## src/rtl/phy_an_cfg.svh

```systemverilog
/*
  Offsets, field positions, reset values and timing counts for the
  auto-negotiation and vendor configuration register bank.
  Assumes 5-bit management register addresses and 16-bit data words.
*/
`ifndef PHY_AN_CFG_SVH
`define PHY_AN_CFG_SVH

// Register addresses on the management port
`define REG_BASIC_CTRL 5'h00
`define REG_ADVERT 5'h04
`define REG_PARTNER 5'h05
`define REG_EXPANSION 5'h06
`define REG_VCFG 5'h10
`define REG_VSTAT 5'h11

// Basic control fields
`define BCTRL_SPEED 13
`define BCTRL_AN_EN 12
`define BCTRL_DUPLEX 8
`define BCTRL_RESET 16'h3100
`define BCTRL_WMASK 16'h3100

// Ability word fields, shared by advert and partner registers
`define ADV_NP 15
`define ADV_ACK 14
`define ADV_T4 9
`define ADV_RESET 16'h05e1
`define ADV_WMASK 16'h3dff
`define PARTNER_RMASK 16'he7ff

// Expansion fields
`define EXP_PDF 4
`define EXP_LP_NP 3
`define EXP_LOCAL_NEXT_PAGE_CAPABLE 2
`define EXP_PAGE_RX 1
`define EXP_LP_AN 0

// Vendor configuration fields
`define VCFG_BP_CODER 15
`define VCFG_BYPASS_SCRAMBLER 14
`define VCFG_BP_PATH 13
`define VCFG_FORCE_SD 12
`define VCFG_COPPER 10
`define VCFG_FORCE_LINK 7
`define VCFG_ARPD_EN 4
`define VCFG_SM_RST 3
`define VCFG_SLEEP 1
`define VCFG_LOOPOUT 0
`define VCFG_RESET 16'h0414
`define VCFG_WMASK 16'hfdff

// Vendor status result field, bits 15..12
`define VSTAT_RESET 4'hf

// State machine reset pulse length
`define CLK_MHZ 25
`define STATE_MACHINE_RESET_TIME_NS 1000
`define STATE_MACHINE_RESET_CYCLES ((`STATE_MACHINE_RESET_TIME_NS * `CLK_MHZ + 999) / 1000)

`endif

```

## src/rtl/phy_an_pkg.sv

```systemverilog
/*
  Types for the auto-negotiation register bank: the control bundle that
  steers the transceiver and the single state record of the bank.
  Widths are written out here, not taken from phy_an_cfg.svh.
*/
package phy_an_pkg;

  // Control levels handed to the transceiver datapath
  typedef struct packed {
    logic bypass_symbol_coder;
    logic bypass_scrambler;
    logic bypass_symbol_path;
    logic force_signal_detect;
    logic copper_mode;
    logic force_fast_link;
    logic auto_reduced_powerdown_en;
    logic state_machine_reset;
    logic sleep_mode;
    logic remote_loopback;
    logic an_enable;
  } ctrl_t;

  // Whole state of the bank
  typedef struct packed {
    logic [15:0] bctrl;
    logic [15:0] advert;
    logic [15:0] partner;
    logic parallel_detect_fault;
    logic page_received;
    logic partner_next_page_capable;
    logic partner_negotiation_capable;
    logic [15:0] vcfg;
    logic [3:0] vstat;
    logic an_done;
    logic tx_ack;
    logic [7:0] rst_cnt;
    logic [15:0] tx_word;
    logic [15:0] rdata;
    logic rvalid;
  } state_t;

endpackage : phy_an_pkg

```

## src/rtl/phy_autoneg_config_registers.sv

```systemverilog
/*
  Auto-negotiation advertisement, link partner ability, expansion and
  vendor configuration/status registers of a 10/100 transceiver, with a
  small basic control register for the negotiation enable.
  Assumes a management port on mclk with one-cycle read and write
  strobes, and an auto-negotiation engine on the same clock that
  reports received pages, faults and the final result as pulses.
*/
// Notes on behaviour
// RULE1 - Advertised next-page bit always reads zero; no next page is offered.
// RULE2 - Negotiation engine drives the outgoing acknowledge bit, not software.
// RULE3 - Advertised remote-fault bit is writable, resets to zero.
// RULE4 - Software writes zero to reserved advert bits 12-11, ignores reads.
// RULE5 - Advertised pause capability bit is read/write, resets to one.
// RULE6 - Advertised four-pair capability bit is a permanent zero.
// RULE7 - Four advertised speed/duplex bits are read/write, each reset to one.
// RULE8 - Selector field is read/write, resets to 00001.
// RULE9 - Partner ability register is read-only, zero at reset, loaded per page.
// RULE10 - Partner acknowledge bit comes from received pages only.
// RULE11 - Parallel detection fault bit latches high, read-only, resets zero.
// RULE12 - Expansion reports partner next-page and negotiation ability, read-only.
// RULE13 - Local next-page-able bit always reads zero.
// RULE14 - Page-received bit sets on a new page, clears on expansion read.
// RULE15 - Vendor bits 15..13 bypass coder, scrambler, whole symbol path.
// RULE16 - Vendor bit 12 forces signal detect OK for debug.
// RULE17 - Vendor bit 10 selects copper when one, fibre when zero.
// RULE18 - Vendor bit 7 forces good 100 Mbps link status.
// RULE19 - Vendor bit 4 enables automatic reduced power-down, resets to one.
// RULE20 - Writing vendor bit 3 resets state machines, self-clears after.
// RULE21 - Vendor bit 1 enters sleep; clearing it resets state machines.
// RULE22 - Vendor bit 0 loops received data out to transmit.
// RULE23 - Status bits 15..12 take negotiated mode when negotiation completes.
// RULE24 - Basic control bit 12 enables negotiation; speed, duplex show result.
// RULE25 - Reserved read-only bits read zero and ignore writes.
`timescale 1ns/100ps
`include "phy_an_cfg.svh"

module phy_autoneg_config_registers
  import phy_an_pkg::*;
(
  // Clock and reset
  input logic mclk,
  input logic rstn,
  // Management register port
  input logic [4:0] mgmt_addr,
  input logic [15:0] mgmt_wdata,
  input logic mgmt_write,
  input logic mgmt_read,
  output logic [15:0] mgmt_rdata,
  output logic mgmt_rvalid,
  // Negotiation engine events
  input logic an_page_valid,
  input logic [15:0] an_page_word,
  input logic an_tx_ack,
  input logic an_pd_fault,
  input logic an_complete,
  input logic [3:0] an_result,
  // Outgoing base page and datapath controls
  output logic [15:0] adv_tx_word,
  output ctrl_t ctrl
);

  state_t st;
  state_t next_st;

  logic wr_bctrl;
  logic wr_advert;
  logic wr_vcfg;
  logic rd_expansion;
  logic sleep_exit;
  logic state_machine_reset_req;
  logic [15:0] adv_view;
  logic [15:0] vcfg_view;
  logic [15:0] bctrl_view;
  logic [15:0] exp_view;
  logic [15:0] rd_mux;

  // Write and read decode
  assign wr_bctrl = mgmt_write && (mgmt_addr == `REG_BASIC_CTRL);
  assign wr_advert = mgmt_write && (mgmt_addr == `REG_ADVERT);
  assign wr_vcfg = mgmt_write && (mgmt_addr == `REG_VCFG);
  assign rd_expansion = mgmt_read && (mgmt_addr == `REG_EXPANSION);

  // Leaving sleep and the self-clearing bit both restart the machines
  assign sleep_exit = wr_vcfg && st.vcfg[`VCFG_SLEEP] &&
                      !mgmt_wdata[`VCFG_SLEEP]; // [RULE21]
  assign state_machine_reset_req = (wr_vcfg && mgmt_wdata[`VCFG_SM_RST]) ||
                     sleep_exit; // [RULE20]

  // Advertisement as software sees it; fixed bits forced here
  always_comb begin
    adv_view = st.advert;
    adv_view[`ADV_NP] = 1'b0; // [RULE1]
    adv_view[`ADV_ACK] = st.tx_ack; // [RULE2]
    adv_view[`ADV_T4] = 1'b0; // [RULE6]
  end

  // Vendor configuration readback; bit 3 shows a reset in progress
  always_comb begin
    vcfg_view = st.vcfg;
    vcfg_view[`VCFG_SM_RST] = (st.rst_cnt != 8'h00); // [RULE20]
  end

  // Basic control shows the negotiated speed and duplex when enabled and a result is held
  always_comb begin
    bctrl_view = st.bctrl;
    if (st.bctrl[`BCTRL_AN_EN] && st.an_done) begin
      bctrl_view[`BCTRL_SPEED] = st.vstat[3] | st.vstat[2]; // [RULE24]
      bctrl_view[`BCTRL_DUPLEX] = st.vstat[3] | st.vstat[1]; // [RULE24]
    end
  end

  // Expansion word; everything above bit 4 is reserved zero
  always_comb begin
    exp_view = 16'h0000; // [RULE25]
    exp_view[`EXP_PDF] = st.parallel_detect_fault; // [RULE11]
    exp_view[`EXP_LP_NP] = st.partner_next_page_capable; // [RULE12]
    exp_view[`EXP_LOCAL_NEXT_PAGE_CAPABLE] = 1'b0; // [RULE13]
    exp_view[`EXP_PAGE_RX] = st.page_received; // [RULE14]
    exp_view[`EXP_LP_AN] = st.partner_negotiation_capable; // [RULE12]
  end

  // Read multiplexer; unmapped addresses read as zero
  always_comb begin
    unique case (mgmt_addr)
      `REG_BASIC_CTRL: rd_mux = bctrl_view;
      `REG_ADVERT: rd_mux = adv_view;
      `REG_PARTNER: rd_mux = st.partner;
      `REG_EXPANSION: rd_mux = exp_view;
      `REG_VCFG: rd_mux = vcfg_view;
      `REG_VSTAT: rd_mux = {st.vstat, 12'h000}; // [RULE25]
      default: rd_mux = 16'h0000;
    endcase
  end

  // Next state of the whole bank
  always_comb begin
    next_st = st;
    next_st.rvalid = mgmt_read;
    if (mgmt_read) begin
      next_st.rdata = rd_mux;
    end

    // Basic control: only the enable and the manual speed/duplex store
    if (wr_bctrl) begin
      next_st.bctrl = (st.bctrl & ~`BCTRL_WMASK) |
                      (mgmt_wdata & `BCTRL_WMASK); // [RULE24]
    end

    // Advertisement: fixed bits are outside the write mask
    if (wr_advert) begin
      next_st.advert = (st.advert & ~`ADV_WMASK) |
                       (mgmt_wdata & `ADV_WMASK); // [RULE3] [RULE5] [RULE7] [RULE8]
    end

    // Acknowledge bit follows the engine every cycle
    next_st.tx_ack = an_tx_ack; // [RULE2]

    // Partner page capture; reserved bits 12-11 kept at zero
    if (an_page_valid) begin
      next_st.partner = an_page_word & `PARTNER_RMASK; // [RULE9] [RULE10]
      next_st.partner_next_page_capable = an_page_word[`ADV_NP]; // [RULE12]
      next_st.partner_negotiation_capable = 1'b1; // [RULE12]
    end

    // Sticky flags clear on an expansion read; a same-cycle event wins
    if (rd_expansion) begin
      next_st.page_received = 1'b0; // [RULE14]
      next_st.parallel_detect_fault = 1'b0;
    end
    if (an_page_valid) begin
      next_st.page_received = 1'b1; // [RULE14]
    end
    if (an_pd_fault) begin
      next_st.parallel_detect_fault = 1'b1; // [RULE11]
    end

    // Vendor configuration; bit 9 stays a read-only zero
    if (wr_vcfg) begin
      next_st.vcfg = (st.vcfg & ~`VCFG_WMASK) |
                     (mgmt_wdata & `VCFG_WMASK); // [RULE15] [RULE22]
    end

    // Self-timed machine reset; bit 3 drops when the count runs out
    if (state_machine_reset_req) begin
      next_st.rst_cnt = 8'(`STATE_MACHINE_RESET_CYCLES); // [RULE20] [RULE21]
    end else if (st.rst_cnt != 8'h00) begin
      next_st.rst_cnt = st.rst_cnt - 8'h01;
    end
    next_st.vcfg[`VCFG_SM_RST] = (next_st.rst_cnt != 8'h00); // [RULE20]

    // Negotiated mode lands in the status field on a completion while negotiation is enabled
    if (an_complete && st.bctrl[`BCTRL_AN_EN]) begin
      next_st.vstat = an_result; // [RULE23]
      next_st.an_done = 1'b1;
    end
    // A machine reset or a disabled negotiation voids the result
    if (state_machine_reset_req || !next_st.bctrl[`BCTRL_AN_EN]) begin
      next_st.an_done = 1'b0; // [RULE24]
    end

    // Outgoing base page, registered so the engine sees a clean word
    next_st.tx_word = next_st.advert;
    next_st.tx_word[`ADV_NP] = 1'b0; // [RULE1]
    next_st.tx_word[`ADV_ACK] = an_tx_ack; // [RULE2]
    next_st.tx_word[`ADV_T4] = 1'b0; // [RULE6]
  end

  // State register; every field has a constant reset value
  always_ff @(posedge mclk or negedge rstn) begin
    if (!rstn) begin
      st.bctrl <= `BCTRL_RESET; // [RULE24]
      st.advert <= `ADV_RESET; // [RULE3] [RULE5] [RULE7] [RULE8]
      st.partner <= 16'h0000; // [RULE9]
      st.parallel_detect_fault <= 1'b0;
      st.page_received <= 1'b0;
      st.partner_next_page_capable <= 1'b0;
      st.partner_negotiation_capable <= 1'b0;
      st.vcfg <= `VCFG_RESET; // [RULE17] [RULE19]
      st.vstat <= `VSTAT_RESET;
      st.an_done <= 1'b0;
      st.tx_ack <= 1'b0;
      st.rst_cnt <= 8'h00;
      st.tx_word <= 16'h0000;
      st.rdata <= 16'h0000;
      st.rvalid <= 1'b0;
    end else begin
      st <= next_st;
    end
  end

  // Management answer comes straight from flip-flops
  assign mgmt_rdata = st.rdata;
  assign mgmt_rvalid = st.rvalid;
  assign adv_tx_word = st.tx_word;

  // Datapath controls; all are register bits, so they are glitch free
  assign ctrl.bypass_symbol_coder = st.vcfg[`VCFG_BP_CODER]; // [RULE15]
  assign ctrl.bypass_scrambler = st.vcfg[`VCFG_BYPASS_SCRAMBLER]; // [RULE15]
  assign ctrl.bypass_symbol_path = st.vcfg[`VCFG_BP_PATH]; // [RULE15]
  assign ctrl.force_signal_detect = st.vcfg[`VCFG_FORCE_SD]; // [RULE16]
  assign ctrl.copper_mode = st.vcfg[`VCFG_COPPER]; // [RULE17]
  assign ctrl.force_fast_link = st.vcfg[`VCFG_FORCE_LINK]; // [RULE18]
  assign ctrl.auto_reduced_powerdown_en = st.vcfg[`VCFG_ARPD_EN]; // [RULE19]
  assign ctrl.state_machine_reset = st.vcfg[`VCFG_SM_RST]; // [RULE20]
  assign ctrl.sleep_mode = st.vcfg[`VCFG_SLEEP]; // [RULE21]
  assign ctrl.remote_loopback = st.vcfg[`VCFG_LOOPOUT]; // [RULE22]
  assign ctrl.an_enable = st.bctrl[`BCTRL_AN_EN]; // [RULE24]

endmodule : phy_autoneg_config_registers

```

## config.mk

```make
export PLATFORM = sky130hd
export DESIGN_NAME = phy_autoneg_config_registers
export DESIGN_NICKNAME = d
export VERILOG_FILES = /design/src/rtl/phy_an_pkg.sv /design/src/rtl/phy_autoneg_config_registers.sv
export VERILOG_INCLUDE_DIRS = /design/src /design/src/rtl
export SDC_FILE = /design/constraint.sdc
export NUM_CORES = 1
export LEC_CHECK = 0
export BUFFER_PORTS_ARGS = -buffer_cell sky130_fd_sc_hd__buf_4
export CAP_MARGIN = 30
export CORE_MARGIN = 2
export CORE_UTILIZATION = 49
export CTS_CLUSTER_SIZE = 20
export DETAILED_ROUTE_END_ITERATION = 8
export GPL_ROUTABILITY_DRIVEN = 0
export PLACE_DENSITY_LB_ADDON = 0.15
export SYNTH_ARGS = -nofsm -noshare
export SYNTH_HDL_FRONTEND = slang
export SYNTH_SLANG_ARGS = --single-unit
```

## constraint.sdc

```tcl
create_clock -name mclk -period 1.6 [get_ports mclk]
set_input_delay 0.32 -clock mclk [delete_from_list [all_inputs] [get_ports mclk]]
set_output_delay 0.32 -clock mclk [all_outputs]
set_load 0.05 [all_outputs]
```

Word-level counts from Yosys, hierarchy flattened
Index checks and enable logic that the tools add are counted.
{"block": "op_classes", "muxes": 12, "n_addsub": 1, "n_eq_ne": 5, "reduce_logical": 19, "n_bitwise": 5}
{"cell": "$pmux 16 s6", "count": 1}
{"cell": "$or 16x14->16", "count": 2}
{"cell": "$mux 8", "count": 2}
{"cell": "$or 10x16->16", "count": 1}
{"cell": "$reduce_bool 8->1", "count": 2}
{"cell": "$eq 5x3->1 const B", "count": 3}
{"cell": "$mux 14", "count": 1}
{"cell": "$mux 13", "count": 1}
{"cell": "$eq 5x5->1 const B", "count": 2}
{"cell": "$logic_and 1x1->1", "count": 9}
{"cell": "$sub 8x1->8 const B", "count": 1}
{"cell": "$mux 1", "count": 6}
{"cell": "$reduce_bool 2->1", "count": 3}
{"cell": "$logic_not 5->1", "count": 1}
{"cell": "$logic_not 1->1", "count": 2}
{"cell": "$logic_or 1x1->1", "count": 2}
{"cell": "$mux 2", "count": 1}
{"cell": "$or 1x1->1", "count": 2}
{"block": "totals", "output_inout_bits": 44, "ff_bits": 111, "input_bits": 49}

Logic depth before layout (Yosys ltp)
Gate-level depths: netlist of the first run.
{"block": "depth", "ltp_word": 7, "depth_mapped": 7, "depth_no_buf": 6}

Worst setup path after synthesis of the first run
No wires, ideal clock.
{"block": "synth_timing", "path_kind": "register to register", "startpoint": "register st[33] in the netlist's numbering", "endpoint": "register st (netlist bit ctrl[3])", "arrival_ns": 1.540, "path_slack_ns": -0.093, "setup_ns": 0.154, "synth_period_minus_slack_ns": 1.693, "stages_incl_launch_ff": 7, "path_buffers": 0, "cell_sequence": "dfrtp_1 inv_1 ha_1 nor3b_1 xor2_1 nor4_1 o2111ai_1"}
{"element": "from (decl)", "line_no": "phy_autoneg_config_registers.sv:63", "text": "state_t st;"}
{"element": "from (signal assigned)", "line_no": "phy_autoneg_config_registers.sv:228", "text": "st <= next_st;"}

==> results of run 1 <==
-- report_power, final --
group	internal, mW	switching [mW]
combinational	1.00	1.20
sequential	2.60	0.304
clock	0.568	0.771
-- worst max-delay path: stages (launching register included) --
cell and delay (ns):
dfrtp_1 0.42, or4_4 0.58, o31a_1 0.26, a21oi_1 0.12, o2111ai_1 0.12
-- registers in the layout, indices dropped and copies added, names as in the netlist --
signal and cells:
exp_view 4, mgmt_rvalid 1, adv_view 6, mgmt_rdata 16, adv_tx_word 14, ctrl 11, st 33
-- per-stage QoR --
step | setup TNS, ns | std cells
after floorplan | -0.00837 | 336
after global placement | -0.738 | 514
after detailed placement | -1.12 | 514
after CTS | -0.0276 | 531
after global routing | -0.246 | 532
final | -0.0499 | 532
-- synth_stat cells, drive strengths merged, types with 5 or more instances --
library cell	n
a21oi	5
o21ai	6
nand2	7
and3	17
nor2	14
nor2b	5
a31oi	6
a221o	6
clkbuf	9
mux2	50
inv	5
a221oi	7
buf	48
o2bb2ai	10
dfstp	16
dfrtp	69
-- final cells by class --
type,instances,area (µm²)
Timing Repair Buffer,132,1020
Fill cell,657,3040
Inverter,5,18.8
Clock buffer,9,124
Multi-Input combinational cell,189,1600
Clock inverter,7,51.3
Sequential cell,85,2150
Tap cell,105,131
-- worst paths after layout --
kind / start / end / slack [ns] / depth (start not counted)
min: an_tx_ack / adv_tx_word[14]$_DFF_PN0_ / 0.08 / 1
max in group asynchronous: rstn / st[45]$_DFFE_PN1P_ / 0.60 / 3
min in group asynchronous: rstn / adv_tx_word[11]$_DFFE_PN0P_ / 0.44 / 2
min reg2reg: exp_view[0]$_DFFE_PN0P_ / exp_view[0]$_DFFE_PN0P_ / 0.48 / 1
max: st[37]$_DFF_PN0_ / ctrl[3]$_DFF_PN0_ / -0.05 / 4
max reg2reg: st[37]$_DFF_PN0_ / ctrl[3]$_DFF_PN0_ / -0.05 / 4
-- logic make-up (layout without fill, tap and decap cells) --
kind of cell,count (synthesis),after routing
other,1,2
XOR/XNOR,5,5
flip-flops,85,85
multiplexers,51,51
adder cells (fa/ha/maj),2,2
AND/OR/NAND/NOR,70,70
buffers and inverters,62,153
AO/OA/AOI/OAI,59,59
-- placed cells by master (no fill, tap or decap), types with 3 or more instances in the layout --
master and n:
a21oi_1 5, a221o_1 6, a221oi_1 7, a31oi_1 6
and2_1 4, and3_1 17, buf_4 129, clkbuf_8 9
dfrtp_1 69, dfstp_2 16, inv_1 3, mux2_2 50
nand2_1 7, nand3_1 4, nor2_1 13, nor2b_1 5
o21ai_0 6, o2bb2ai_1 10, xnor2_1 3
-- timing repair --
item / in CTS / in global routing
setup endpoints to repair: 2 / 7
buffers inserted: 0 / 1
hold endpoints to repair: 16 / 0
hold buffers: 1 / 0
resized for setup: 2 / 7
pin swaps: 1 / 0
-- per-layer routing --
layer,up-vias,track usage [%]
li1,1353,-
met1,1447,30.1
met2,81,35.3
met3,11,3.64
met4,0,6.52
met5,-,0
==> impl_metrics.env, run 1 <==
export IMPL_status="complete, but fails checks"
export IMPL_violations="setup timing"
export IMPL_ys_ff_latch=85
export IMPL_first_iter_violations=129
export IMPL_first_pass_iters=4
export IMPL_clockRootBuffer="clkbuf_8"
export IMPL_gr_usage_all_layers_pct=21.8
export IMPL_ys_seq_area_share_pct=52.7
export IMPL_cap_violations=0
export IMPL_synth_top_family_by_area="multiplexers"
export IMPL_drt_wl_total_um=9300
export IMPL_critPathKind="reg -> reg"
export IMPL_synth_top_area_share_pct=42.4
export IMPL_clock_latency_ns=0.35
export IMPL_drt_vias_per_instance=5.44
export IMPL_io_buffers=87
export IMPL_rsz0062_at_grt="yes"
export IMPL_synth_compound_area_share_pct=11.5
export IMPL_die_area_um2=9060
export IMPL_hold_class="in -> reg"
export IMPL_fmax_mhz=606
export IMPL_synth_xor_area_share_pct=1.07
export IMPL_start_kind="register"
export IMPL_powerDensity_nw_per_um2=1270
export IMPL_wl_met2_um=4540
export IMPL_final_layout_size_suffix_gt1_share_pct=53.6
export IMPL_syn_area_per_cell_um2=12.2
export IMPL_finalNetCount=473
export IMPL_drc_errors=0
export IMPL_antenna_cells=0
export IMPL_fin_area_um2=5090
export IMPL_async_flop_share_pct=100
export IMPL_setup_slack_ns=-0.0499
export IMPL_yosys_area_top_type="dfrtp_1"
export IMPL_synth_fa_ha_area_share_pct=0.614
export IMPL_hold_slack_ns=0.0820
export IMPL_synth_edff_count=0
export IMPL_power_leakage_nw=2.37
export IMPL_skew_ns=0.0105
export IMPL_final_hold_violation_count=0
export IMPL_required_ns=1.79
export IMPL_synthTopCellsByArea="dfrtp_1 42%, mux2_2 14%, dfstp_2 10%"
export IMPL_path_clk_slew_ns=0.08
export IMPL_syn2layout_area_growth_pct=24.9
export IMPL_fp_dieW_um=95.2
export IMPL_cts_buffers=9
export IMPL_drv_slew=0
export IMPL_grt_pass1_wl_um=14900
export IMPL_start_util_pct=50.1
export IMPL_dpl_cell_area_um2=4860
export IMPL_fp_dieH_um=95.2
export IMPL_power_total_mw=6.45
export IMPL_grt_max_degree=35
export IMPL_numClockSinks=85
export IMPL_yosysWarnings=0
export IMPL_synthMuxAreaShare_pct=14.1
export IMPL_design_core_area_um2=8130
export IMPL_peakVddDrop_v=0.000736
export IMPL_vias=2892
export IMPL_cp_arrival_ns=1.84
export IMPL_synth_simple_area_share_pct=10.1
export IMPL_syn_area_um2=4070
export IMPL_grt_pass1_vias=2872
export IMPL_drt_met1_wl_um=4190
export IMPL_clockBufferDepth=2
export IMPL_grt_overflow=0
export IMPL_crit_fanout=4
export IMPL_post_place_ws_ns=-0.0668
export IMPL_fin_util_pct=62.6
export IMPL_setup_viol=1
export IMPL_endpoint_kind="register"
export IMPL_ant_nets=0
export IMPL_htree_levels=3
export IMPL_wl_per_cell_um=17.5
export IMPL_highest_layer="met4"
export IMPL_top_level_ports=93
export IMPL_synth_cell_type_count=50
export IMPL_antenna_found_initial=0
export IMPL_period_needed_ns=1.65
export IMPL_postSynthCellCount=335
export IMPL_route_met3_wl_um=458
export IMPL_fp_row_count=33
export IMPL_finalCritPeriodShare_pct=103
export IMPL_dp_hpwl_um=6960
export IMPL_ys_flop_type="dfrtp_1"
export IMPL_cts_tree="done"
(Power assumes the default switching activity.)
==> run 2, diff against run 1 <==
--- a/config.mk
+++ b/config.mk
@@ -8,8 +8,10 @@
 export LEC_CHECK = 0
 export BUFFER_PORTS_ARGS = -buffer_cell sky130_fd_sc_hd__buf_4
 export CAP_MARGIN = 30
+export CELL_PAD_IN_SITES_DETAIL_PLACEMENT = 1
+export CELL_PAD_IN_SITES_GLOBAL_PLACEMENT = 2
 export CORE_MARGIN = 2
-export CORE_UTILIZATION = 49
+export CORE_UTILIZATION = 32
 export CTS_CLUSTER_SIZE = 20
 export DETAILED_ROUTE_END_ITERATION = 8
 export GPL_ROUTABILITY_DRIVEN = 0
==> run 2 against run 1 <==
Against the previous run: the flow still finishes with violations (setup timing); sequential power barely moved; critical endpoint is now st[40]$_DFF_PN0_; global-route usage fell by 4.9 points; final area rose by 4.5%.
==> impl_metrics.env, run 2 (synthesized netlist as in run 1, its figures left out) <==
export IMPL_post_place_ws_ns=-0.169
export IMPL_setup_viol=2
export IMPL_r2r_start="st[36]$_DFF_PN0_"
export IMPL_fin_area_um2=5320
export IMPL_worst_pin_slew_ns=0.517
export IMPL_power_leakage_nw=2.44
export IMPL_finalCritPeriodShare_pct=101
export IMPL_htree_levels=3
export IMPL_antenna_cells=0
export IMPL_largest_reg_flops=33
export IMPL_critPathKind="reg -> reg"
export IMPL_dp_hpwl_um=7870
export IMPL_cp_slowest_stage_delay_ns=0.57
export IMPL_fin_setup_tns_ns=-0.0222
export IMPL_path_buf_inv=0
export IMPL_top_level_ports=93
export IMPL_instances_no_fill=604
export IMPL_hold_class="in -> async"
export IMPL_powerDensity_nw_per_um2=1330
export IMPL_drc_errors=0
export IMPL_cp_depth=4
export IMPL_crit_path_end="st[40]$_DFF_PN0_"
export IMPL_endpoint_kind="register"
export IMPL_syn2layout_area_growth_pct=30.6
export IMPL_skew_ns=0.00527
export IMPL_ant_nets=0
export IMPL_fill_cells=1388
export IMPL_fp_dieW_um=117
export IMPL_dpl_cell_area_um2=4970
export IMPL_gr_usage_all_layers_pct=16.9
export IMPL_final_layout_size_suffix_gt1_share_pct=54.6
export IMPL_r2r_end="st[40]$_DFF_PN0_"
export IMPL_final_hold_violation_count=0
export IMPL_cap_violations=0
export IMPL_crit_fanout=3
export IMPL_die_area_um2=13600
export IMPL_design_core_area_um2=12500
export IMPL_grt_pass1_wl_um=17200
export IMPL_drt_vias_per_instance=4.86
export IMPL_peakVddDrop_v=0.000645
export IMPL_start_util_pct=32.5
export IMPL_crit_chain="or4_4 > nor4_4 > mux2i_1 > nor2_1"
export IMPL_clockRootBuffer="clkbuf_16"
export IMPL_fp_dieH_um=117
export IMPL_final_seq_area_um2=2150
export IMPL_clock_latency_ns=0.33
export IMPL_drv_slew=0
export IMPL_multiInputGateArea_um2=1630
export IMPL_drt_wl_total_um=10700
export IMPL_largest_register="st"
export IMPL_fmax_mhz=619
export IMPL_grt_max_degree=86
export IMPL_critPathTopFamily="simple AND/OR/NAND/NOR gates"
export IMPL_cp_arrival_ns=1.84
export IMPL_r2r_cells=4
export IMPL_first_pass_iters=4
export IMPL_maxSlewHeadroom_pct=65.5
export IMPL_r2r_slack_ns=-0.02
export IMPL_placed_cells=586
export IMPL_hold_slack_ns=0.0206
export IMPL_finalNetCount=478
export IMPL_io_buffers=87
export IMPL_cts_buffers=9
export IMPL_path_clk_slew_ns=0.06
export IMPL_rsz0062_at_grt="yes"
export IMPL_grt_pass1_vias=3166
export IMPL_cpMaxStageDelayCell="or4_4"
export IMPL_start_kind="register"
export IMPL_cts_hold_buf=0
export IMPL_wl_per_cell_um=17.8
export IMPL_setup_slack_ns=-0.0161
export IMPL_first_iter_violations=94
export IMPL_layout_commonest_cell="buf_4"
export IMPL_vias=2936
export IMPL_numClockSinks=85
export IMPL_required_ns=1.82
export IMPL_antenna_found_initial=0
export IMPL_clockBufferDepth=2
export IMPL_status="complete, but fails checks"
export IMPL_cts_tree="done"
export IMPL_violations="setup timing"
export IMPL_period_needed_ns=1.62
export IMPL_startpoint="st[36]$_DFF_PN0_"
export IMPL_fp_row_count=41
export IMPL_final_cell_mix="136 x buf_4, 69 x dfrtp_1, 50 x mux2_2"
export IMPL_grt_overflow=0
[run 2: routing by layer]
layer | track usage (%) | vias to the layer above | part of all wire [%]
li1 | - | 1366 | -
met1 | 23.0 | 1500 | 47
met2 | 26.8 | 60 | 48
met3 | 3.40 | 10 | 3.9
met4 | 6.12 | 0 | 1.2
met5 | 0 | - | 0
[run 2: power by group]
part           internal [mW]  leakage (nW)  total [mW]  switching [mW]
clock                   1.09         0.126        1.89           0.807
combinational           1.03          1.29        2.29            1.27
sequential              2.61          1.03        2.91           0.306
total                   4.72          2.44        7.10            2.38
[run 2: repair_timing]
| action | in CTS | in global routing |
|---|---|---|
| setup buffers | 2 | 0 |
| setup endpoints to repair | 2 | 6 |
| resized for setup | 3 | 12 |
| hold endpoints to repair | 0 | 0 |
| pin swaps | 3 | 2 |
[run 2: worst min path at each step]
stage | start | to | cells past startpoint
global route | rstn | st[36]$_DFF_PN0_ | 2
floorplan | rstn | adv_tx_word[0]$_DFF_PN0_ | 0
global placement | rstn | st[36]$_DFF_PN0_ | 2
detailed placement | rstn | st[36]$_DFF_PN0_ | 2
CTS | rstn | ctrl[3]$_DFF_PN0_ | 2
finish | rstn | st[36]$_DFF_PN0_ | 2
[run 2: stage by stage]
step                total power [mW]  utilization (%)
floorplan                       4.36                -
global placement                5.00             39.7
detailed placement              5.05             39.7
CTS                             7.09             42.1
global route                    7.52             42.5
finish                          7.10             42.5
[run 2: area by class of cell]
cell class | count | share of cell area [%]
repair buffers | 137 | 19.6
flip-flops and latches | 85 | 40.3
clock buffers | 12 | 4.63
clock inverters | 4 | 0.447
multi-input cells | 189 | 30.6
inverters | 5 | 0.353
well taps | 172 | 4.04
